$ cat config.mk
export PLATFORM = sky130hd
export DESIGN_NAME = asr_readout
export DESIGN_NICKNAME = d
export VERILOG_FILES = /design/src/asr_pkg.sv /design/src/asr_readout.sv
export SDC_FILE = /design/constraint.sdc
export NUM_CORES = 1
export LEC_CHECK = 0
export ABC_AREA = 0
export BUFFER_PORTS_ARGS = -buffer_cell sky130_fd_sc_hd__buf_2
export CORE_UTILIZATION = 56
export DETAILED_ROUTE_END_ITERATION = 10
export PLACE_DENSITY = 0.81
export SYNTH_ARGS = -nofsm -noshare
export SYNTH_HDL_FRONTEND = slang
export SYNTH_SLANG_ARGS = --single-unit
$ cat constraint.sdc
create_clock -name SYS_CLK -period 2.22 [get_ports SYS_CLK]
set_input_delay 0.666 -clock SYS_CLK [delete_from_list [all_inputs] [get_ports SYS_CLK]]
set_output_delay 0.666 -clock SYS_CLK [all_outputs]
set_load 0.05 [all_outputs]
$ cat src/asr_pkg.sv
// Purpose: constants and types of the acceleration sample readout block
// Assumes: one clock, synchronous active-high reset, byte-wide register port
// Notes: offsets are byte addresses on the register port

package asr_pkg;

  // ==========================================================
  // register map
  localparam logic [7:0] ASR_OFS_X_LOW = 8'h02;
  localparam logic [7:0] ASR_OFS_X_HIGH = 8'h03;
  localparam logic [7:0] ASR_OFS_Y_LOW = 8'h04;
  localparam logic [7:0] ASR_OFS_Y_HIGH = 8'h05;
  localparam logic [7:0] ASR_OFS_Z_LOW = 8'h06;
  localparam logic [7:0] ASR_OFS_Z_HIGH = 8'h07;
  localparam logic [7:0] ASR_OFS_TEMP = 8'h08;
  localparam logic [7:0] ASR_OFS_CTRL = 8'h20;
  localparam logic [7:0] ASR_OFS_INT_STATUS = 8'h21;
  localparam logic [7:0] ASR_OFS_INT_MASK = 8'h22;

  // ==========================================================
  // field positions
  localparam int ASR_CTRL_LOCK_DIS_BIT = 0;
  localparam int ASR_LOW_FRESH_BIT = 0;
  localparam int ASR_LOW_DATA_LSB = 4;
  localparam int ASR_INT_SAMPLE_BIT = 0;
  localparam int ASR_INT_TEMP_BIT = 1;
  localparam int ASR_INT_OVERRUN_BIT = 2;
  localparam int ASR_INT_BITS = 3;

  // ==========================================================
  // reset values
  localparam logic [7:0] ASR_CTRL_RESET = 8'h00;
  localparam logic [2:0] ASR_INT_MASK_RESET = 3'h0;
  localparam logic [11:0] ASR_SAMPLE_RESET = 12'h000;
  localparam logic [7:0] ASR_TEMP_RESET = 8'h00;

  // ==========================================================
  // temperature scale: code 0 stands for this many degrees C
  localparam int ASR_TEMP_ZERO_DEGC = 23;
  localparam logic signed [8:0] ASR_TEMP_ZERO_9 = 9'sh017;

  // ==========================================================
  // carriers
  localparam int ASR_AXES = 3;
  localparam int ASR_SAMPLE_W = 12;

  typedef struct packed {
    logic [11:0] z;
    logic [11:0] y;
    logic [11:0] x;
  } asr_sample_t;

  typedef struct packed {
    logic valid;
    logic signed [7:0] degc;
  } asr_temp_t;

endpackage

$ cat src/asr_readout.sv
// Purpose: axis sample and die temperature readout registers
// Assumes: sample and temperature inputs come from logic on SYS_CLK
// Notes: read data appear in the cycle after the read strobe, zero otherwise

`timescale 1ns/1ps
`default_nettype none

module asr_readout (
  // clock and reset
  input wire logic SYS_CLK,
  input wire logic RST,
  // register port
  input wire logic [7:0] REG_ADDR,
  input wire logic [7:0] REG_WDATA,
  input wire logic REG_WR,
  input wire logic REG_RD,
  output logic [7:0] REG_RDATA,
  // sensor core
  input wire logic SAMPLE_VALID,
  input wire asr_pkg::asr_sample_t SAMPLE_DATA,
  input wire asr_pkg::asr_temp_t TEMP_DATA,
  // interrupt
  output logic IRQ
);

  // ==========================================================
  // decode
  function automatic logic [2:0] low_hit(input logic [7:0] a);
    low_hit = {a == asr_pkg::ASR_OFS_Z_LOW, a == asr_pkg::ASR_OFS_Y_LOW,
               a == asr_pkg::ASR_OFS_X_LOW};
  endfunction

  function automatic logic [2:0] high_hit(input logic [7:0] a);
    high_hit = {a == asr_pkg::ASR_OFS_Z_HIGH, a == asr_pkg::ASR_OFS_Y_HIGH,
                a == asr_pkg::ASR_OFS_X_HIGH};
  endfunction

  wire logic [2:0] rd_low = REG_RD ? low_hit(REG_ADDR) : 3'h0;
  wire logic [2:0] rd_high = REG_RD ? high_hit(REG_ADDR) : 3'h0;
  wire logic wr_ctrl = REG_WR && (REG_ADDR == asr_pkg::ASR_OFS_CTRL);
  wire logic wr_status = REG_WR && (REG_ADDR == asr_pkg::ASR_OFS_INT_STATUS);
  wire logic wr_mask = REG_WR && (REG_ADDR == asr_pkg::ASR_OFS_INT_MASK);

  // ==========================================================
  // control
  logic [7:0] ctrl_reg;
  logic [7:0] ctrl_next;
  wire logic lock_dis = ctrl_reg[asr_pkg::ASR_CTRL_LOCK_DIS_BIT];

  assign ctrl_next = wr_ctrl ? REG_WDATA : ctrl_reg;

  always_ff @(posedge SYS_CLK) begin
    if (RST) begin
      ctrl_reg <= asr_pkg::ASR_CTRL_RESET;
    end else begin
      ctrl_reg <= ctrl_next;
    end
  end

  // ==========================================================
  // per-axis sample, shadow, lock and fresh flag
  logic [11:0] live_reg [asr_pkg::ASR_AXES];
  logic [7:0] shadow_reg [asr_pkg::ASR_AXES];
  logic [2:0] lock_reg;
  logic [2:0] fresh_reg;
  logic [2:0] overrun;
  wire logic [11:0] sample_in [asr_pkg::ASR_AXES];

  assign sample_in[0] = SAMPLE_DATA.x;
  assign sample_in[1] = SAMPLE_DATA.y;
  assign sample_in[2] = SAMPLE_DATA.z;

  genvar g;
  generate
    for (g = 0; g < asr_pkg::ASR_AXES; g++) begin : g_axis
      logic [11:0] live_next;
      logic [7:0] shadow_next;
      logic lock_next;
      logic fresh_next;

      assign live_next = SAMPLE_VALID ? sample_in[g] : live_reg[g];
      // the high half is caught in the same cycle as the low half is read
      assign shadow_next = (rd_low[g] && !lock_dis) ?
                           live_reg[g][11:4] : shadow_reg[g];
      // a low read wins over a high read; the port never has both at once
      assign lock_next = (rd_low[g] && !lock_dis) ? 1'b1 :
                         (rd_high[g] ? 1'b0 : lock_reg[g]);
      // a new sample beats a readout in the same cycle
      assign fresh_next = SAMPLE_VALID ? 1'b1 :
                          (rd_high[g] ? 1'b0 : fresh_reg[g]);
      assign overrun[g] = SAMPLE_VALID && lock_reg[g];

      always_ff @(posedge SYS_CLK) begin
        if (RST) begin
          live_reg[g] <= asr_pkg::ASR_SAMPLE_RESET;
          shadow_reg[g] <= 8'h00;
          lock_reg[g] <= 1'b0;
          fresh_reg[g] <= 1'b0;
        end else begin
          live_reg[g] <= live_next;
          shadow_reg[g] <= shadow_next;
          lock_reg[g] <= lock_next;
          fresh_reg[g] <= fresh_next;
        end
      end
    end
  endgenerate

  // ==========================================================
  // temperature: input in whole degrees, stored relative to the zero point
  logic [7:0] temp_reg;
  logic [7:0] temp_next;
  wire logic signed [8:0] temp_diff =
    9'(signed'(TEMP_DATA.degc)) - asr_pkg::ASR_TEMP_ZERO_9;
  // saturate instead of wrapping, so a cold die never reads as hot
  wire logic [7:0] temp_code =
    (temp_diff > 9'sh07f) ? 8'h7f :
    (temp_diff < -9'sh080) ? 8'h80 : temp_diff[7:0];

  assign temp_next = TEMP_DATA.valid ? temp_code : temp_reg;

  always_ff @(posedge SYS_CLK) begin
    if (RST) begin
      temp_reg <= asr_pkg::ASR_TEMP_RESET;
    end else begin
      temp_reg <= temp_next;
    end
  end

  // ==========================================================
  // interrupt status and mask
  logic [2:0] status_reg;
  logic [2:0] status_next;
  logic [2:0] mask_reg;
  logic [2:0] mask_next;
  logic irq_reg;
  wire logic [2:0] int_event = {|overrun, TEMP_DATA.valid, SAMPLE_VALID};
  wire logic [2:0] int_clear = wr_status ? REG_WDATA[2:0] : 3'h0;

  // set beats a write-one-to-clear in the same cycle
  assign status_next = (status_reg & ~int_clear) | int_event;
  assign mask_next = wr_mask ? REG_WDATA[2:0] : mask_reg;

  always_ff @(posedge SYS_CLK) begin
    if (RST) begin
      status_reg <= 3'h0;
      mask_reg <= asr_pkg::ASR_INT_MASK_RESET;
      irq_reg <= 1'b0;
    end else begin
      status_reg <= status_next;
      mask_reg <= mask_next;
      irq_reg <= |(status_reg & mask_reg);
    end
  end

  // ==========================================================
  // read mux
  logic [7:0] rdata_reg;
  logic [7:0] rd_mux;

  function automatic logic [7:0] low_byte(input logic [11:0] s,
                                          input logic f);
    // bits 3:1 carry nothing and read as zero
    low_byte = {s[3:0], 3'h0, f};
  endfunction

  wire logic [7:0] high_x = lock_reg[0] ? shadow_reg[0] : live_reg[0][11:4];
  wire logic [7:0] high_y = lock_reg[1] ? shadow_reg[1] : live_reg[1][11:4];
  wire logic [7:0] high_z = lock_reg[2] ? shadow_reg[2] : live_reg[2][11:4];

  always_comb begin
    rd_mux = 8'h00;
    unique case (REG_ADDR)
      asr_pkg::ASR_OFS_X_LOW: begin
        rd_mux = low_byte(live_reg[0], fresh_reg[0]);
      end
      asr_pkg::ASR_OFS_X_HIGH: begin
        rd_mux = high_x;
      end
      asr_pkg::ASR_OFS_Y_LOW: begin
        rd_mux = low_byte(live_reg[1], fresh_reg[1]);
      end
      asr_pkg::ASR_OFS_Y_HIGH: begin
        rd_mux = high_y;
      end
      asr_pkg::ASR_OFS_Z_LOW: begin
        rd_mux = low_byte(live_reg[2], fresh_reg[2]);
      end
      asr_pkg::ASR_OFS_Z_HIGH: begin
        rd_mux = high_z;
      end
      asr_pkg::ASR_OFS_TEMP: begin
        rd_mux = temp_reg;
      end
      asr_pkg::ASR_OFS_CTRL: begin
        rd_mux = ctrl_reg;
      end
      asr_pkg::ASR_OFS_INT_STATUS: begin
        rd_mux = {5'h00, status_reg};
      end
      asr_pkg::ASR_OFS_INT_MASK: begin
        rd_mux = {5'h00, mask_reg};
      end
      default: begin
        rd_mux = 8'h00;
      end
    endcase
  end

  always_ff @(posedge SYS_CLK) begin
    if (RST) begin
      rdata_reg <= 8'h00;
    end else begin
      rdata_reg <= REG_RD ? rd_mux : 8'h00;
    end
  end

  assign REG_RDATA = rdata_reg;
  assign IRQ = irq_reg;
endmodule

`default_nettype wire

* After elaboration in Yosys (flattened, before gate mapping)
Memories as Yosys holds them, arrays and structs flattened.
Cells that the tools add are included.
** Operators by class
- Add/subtract/negate cells :: 1
- Order comparisons :: 2
- Muxes and demuxes :: 33
- Multiply operators :: 0
- Reductions and logical operators :: 19
- Equality and inequality tests :: 10
- Div/mod/pow operators :: 0
- Bitwise operators :: 11
- Shift operators :: 0
** Operators by type and width (count)
- $mux W8 :: 11
- $pmux W8 S10 :: 1
- $mux W12 :: 6
- $eq A8 B3 Y1 const B :: 4
- $eq A8 B6 Y1 const B :: 3
- $eq A8 B2 Y1 const B :: 2
- $mux W1 :: 12
- $reduce_bool A2 Y1 :: 6
- $gt A9 B8 Y1 const B :: 1
- $logic_and A1 B1 Y1 :: 9
- $lt A9 B8 Y1 const B :: 1
- $mux W3 :: 3
- $sub A8 B6 Y9 const B :: 1
- $eq A8 B4 Y1 const B :: 1
- $and A3 B3 Y3 :: 2
- $or A1 B1 Y1 :: 6
- $reduce_or A3 Y1 :: 2
- $not A3 Y3 :: 1
- $or A3 B3 Y3 :: 1
- $reduce_or A2 Y1 :: 1
- $logic_not A1 Y1 :: 1
- $not A1 Y1 :: 1
** Word-level totals
- Logic and storage cells :: 90
- Bits in latches :: 0
- ROM bits :: 0
- Bits in writable memories :: 60
- Output and inout bits :: 9
- Register bits after elaboration :: 37
- Memories kept :: 2
** Memories
- live_reg :: depth 3, width 12, rd ports 3, clocked after Yosys merged registers in 0, write ports 3, RTL line asr_readout.sv:62 : logic [11:0] live_reg [asr_pkg::ASR_AXES];
- shadow_reg :: depth 3, width 8, rd ports 3, clocked after Yosys merged registers in 0, write ports 3, RTL line asr_readout.sv:63 : logic [7:0] shadow_reg [asr_pkg::ASR_AXES];

* Logic depth before layout (Yosys ltp)
- Depth in word-level cells :: 6
- Mapped depth :: 7
- Gate-level depth less buffers :: 6

* Worst setup path after synthesis
No wires, ideal clock.
- Kind :: input-to-reg
- Start point :: in REG_ADDR[2]
- End point :: reg mask_reg[2]
- Stages :: 7
- Arrival time :: 1.893 ns
- Setup slack :: 0.199 ns
- Setup time :: 0.128 ns
- Path through :: nor4_2 -> and3b_2 -> buf_2 -> buf_2 -> nand3_1 -> mux2i_1 -> nor2_1
** Between the ends
- Longest elaborated chain between the ends :: 2
** Ends and longest elaborated chain
- start, declared :: RTL line asr_readout.sv:13 : input wire logic [7:0] REG_ADDR,
- $eq A8 B6 Y1 :: RTL line asr_readout.sv:42 : wire logic wr_mask = REG_WR && (REG_ADDR == asr_pkg::ASR_OFS_INT_MASK);
- $logic_and A1 B1 Y1 :: RTL line asr_readout.sv:42
- end signal, assigned :: RTL line asr_readout.sv:147 : mask_reg <= asr_pkg::ASR_INT_MASK_RESET;
- end signal, assigned :: RTL line asr_readout.sv:151 : mask_reg <= mask_next;
- end, declared :: RTL line asr_readout.sv:134 : logic [2:0] mask_reg;
Every way passes these cells.
A chain may end at the register's enable or synchronous reset.

* Worst setup path in the final report
- Start point :: in REG_ADDR[4]
- End point :: reg rdata_reg[1], in the netlist REG_RDATA[1]
** Between the ends
- Longest elaborated chain between the ends :: 2
- Elaborated cells between the ends (all ways) :: 11
- Classes of those cells :: 10 x eq/ne; 1 x mux
** Ends and longest elaborated chain
- $eq A8 B6 Y1 (tied with other cells) :: RTL line asr_readout.sv:173 : unique case (REG_ADDR)
- $pmux W8 S10 * :: RTL line asr_readout.sv:173
- end signal, assigned :: RTL line asr_readout.sv:214 : rdata_reg <= REG_RD ? rd_mux : 8'h00;
- end, declared :: RTL line asr_readout.sv:158 : logic [7:0] rdata_reg;
Every way passes the cells marked *; elsewhere a longest branch is shown, timed or not.

==> impl_metrics.yaml <==
worst_setup_path:
  r2r_start: "lock_reg[0]"
  critPathKind: "primary input to flip-flop"
  r2r_end: "REG_RDATA[0]"
  r2r_cells: 5
  crit_family: "simple AND/OR/NAND/NOR gates"
  reg2reg_slack_ps: 420
  arrival_ps: 2210
  cp.buffers_inverters: 1
  start_kind: "primary input"
  critPathCaptureType: "flip-flop"
  critical_path_depth: 6
  critPathMaxStageDelay_ps: 460
  worstPathCellList: "buf_2 > nor4_1 > and4b_1 > a211oi_2 > a211o_4 > a31oi_1"
  cp_max_fo: 8
  cp_slowest_cell: "nor4_1"
  worstPathRequired_ps: 2510
die:
  die_w_microns: 90.1
  start_util: 0.590
  row_count: 31
  core_area_sq_um: 7370
  pin_count: 75
  die_h_microns: 90.1
  die_area_sq_um: 8120
drt:
  wl_per_cell_microns: 16.8
  first_iter_violations: 211
  via_per_inst: 5.79
  first_pass_iters: 5
  via_count: 3720
  drtAntennaViolNets: 0
  wirelength_mm: 10.8
  drc: 0
clock_network:
  cts_sinks: 97
  cts_setup_buffers: 0
  post_cts_resized: 0
  cts_max_path_buffers: 2
  clockRootBuffer: "clkbuf_8"
  numCtsBuffers: 9
  clk_pin_slew_worst_paths_ps: 90
  htree_num_levels: 3
  worstSkewPairLatency_ps: 370
  cts-hold-fix-buffers: 0
  cts_tree: "done"
synth:
  synth.area.top_cells: "dfxtp_1 (45%), mux2i_1 (22%), nor2_1 (8.5%)"
  netlist_area_sq_um: 4350
  synth.most_common_cell: "nor2_1"
  synth-main-ff-cell: "dfxtp_1"
  synthMuxAreaShare: 0.232
  syn_inst: 460
  synth_top_family_by_area: "multiplexers"
  netlist.area_leader.share: 0.447
  yosysUniqueCellTypes: 55
  ys_async_sr_fraction: 0
  yosys-top-cells-count: "nor2_1 (99), dfxtp_1 (97), mux2i_1 (95), a21oi_1 (29), clkbuf_1 (18)"
  synth_compound_area_frac: 0.111
  synth_simple_gate_area_frac: 0.159
  synth-edff-count: 0
  synth-seq-cells: 97
  syn-num-nets: 528
  synth_xor_area_frac: 0.0101
  seq_area_frac_synth: 0.447
  synth_top_area_cell: "dfxtp_1"
  yosys.area_share.adder: 0.00576
  yosysWarnings: 0
  syn_area_per_cell_sq_um: 9.45
finish:
  fin_nets: 607
  syn_to_final_growth_pct: 17.6
  drive_gt1_frac: 0.241
  fin_area_sq_um: 5110
  n_antenna_cell: 0
  fin_cells: 643
  largest_reg_flops: 36
place:
  postPlaceCellArea_sq_um: 4910
  io_buffers: 74
  place.gp.congestion: 0.956
  dpl.cell_count: 627
  dp_hpwl_mm: 7.92
  place_ws_ps: -94.0
pwr:
  leakage_uw: 0.00229
  cellPowerDensity_nw_per_um2: 656
  ir_drop_mv: 0.417
sta:
  setup_viol: 0
  rsz0062_at_grt: "false"
  drv_slew: 0
  maxSlewHeadroom: 0.527
  worst_slack_ps: 299
  fmax_ghz: 0.520
  fin_worst_skew_ps: 10.0
  fin_crit_sh: 0.865
  tightest_slew_ps: 701
  period_needed_ps: 1920
  finalHoldViolations: 0
min_path:
  hold_class: "flip-flop to flip-flop"
  min_to: "temp_reg[2]"
  hp-start: "temp_reg[2]"
  holdPathStages: 2
global_route:
  grt_pass1_vias: 3517
  grt_max_degree: 42
  antenna_found_initial: 0
  gr-usage-all-layers: 0.268
  grt_pass1_wl_mm: 17.3
  grt_remaining_overflow: 0
job:
  max-cap-violations: 0
run_status:
  status: "complete, no violations"
-- routing by layer --
| metal | vias up | global-route usage | wire (microns) |
|---|---|---|---|
| li1 | 1780 | - | - |
| met1 | 1745 | 0.351 | 4670 |
| met2 | 174 | 0.431 | 5160 |
| met3 | 21 | 0.0567 | 765 |
| met4 | 0 | 0.102 | 232 |
| met5 | - | 0 | 0 |
-- cells by family (layout without fill, tap and decap cells) --
kind of cell / Yosys count / count (layout)
flip-flops: 97 / 97
AO/OA/AOI/OAI: 68 / 68
adder cells (fa/ha/maj): 2 / 2
XOR/XNOR: 5 / 5
multiplexers: 100 / 100
AND/OR/NAND/NOR: 151 / 151
buffers and inverters: 37 / 121
-- through the flow --
step / setup TNS (ps) / util / hold WS [ps] / total power (uW)
after floorplan: 0 / - / 453 / 2060
after global placement: -37.7 / 0.666 / 468 / 2200
after detailed placement: -795 / 0.666 / 473 / 2210
after CTS: 0 / 0.694 / 489 / 3360
after global routing: 0 / 0.694 / 517 / 3480
final: 0 / 0.694 / 487 / 3350
-- worst reg2reg max path, cell delays in order, from the launching register on --
cell	delay (ps)
dfxtp_1	670
mux2i_1	290
a21oi_1	110
a32o_1	230
a222oi_1	280
a21oi_1	110
-- area by class of cell --
class                      count  area [sq um]
clock buffer                   9           124
timing repair buffer          98           563
sequential                    97          1940
fill                         638          2260
tap                           99           124
clock inverter                 7          78.8
inverter                       7          26.3
multi-input combinational    326          2250
-- cell usage in the layout, fill, tap and decap left out, drive strengths merged, types with 2 or more instances in the layout --
cell,count
dfxtp,97
o21ai,3
mux2i,95
or2,2
buf,98
nand3,8
nor2b,3
xnor2,3
a31oi,4
nand2,12
a32oi,3
nand4,4
xor2,2
inv,9
clkinvlp,2
nor4,3
a21o,3
nor2,100
mux2,5
clkbuf,9
o32ai,4
clkinv,2
a21oi,29
a22o,3
o22ai,2
nand3b,2
nor3,9
a222oi,2
a211oi,4
ha,2
-- power by group --
| group | internal [uW] | total [uW] | switching, uW |
|---|---|---|---|
| Sequential | 1800 | 1840 | 43.3 |
| Combinational | 150 | 335 | 186 |
| Clock | 532 | 1180 | 644 |
-- worst max-delay path by stage --
stage | start | to | slack, ps
3_5_place_dp | REG_ADDR[4] | REG_RDATA[1] | -90
3_3_place_gp | REG_ADDR[4] | REG_RDATA[1] | -20
6_report | REG_ADDR[4] | REG_RDATA[1] | 300
5_1_grt | REG_ADDR[4] | shadow_reg[1][0] | 100
4_1_cts | REG_ADDR[4] | REG_RDATA[1] | 290
2_1_floorplan | REG_ADDR[2] | mask_reg[2] | 200
(Power assumes the default switching activity.)
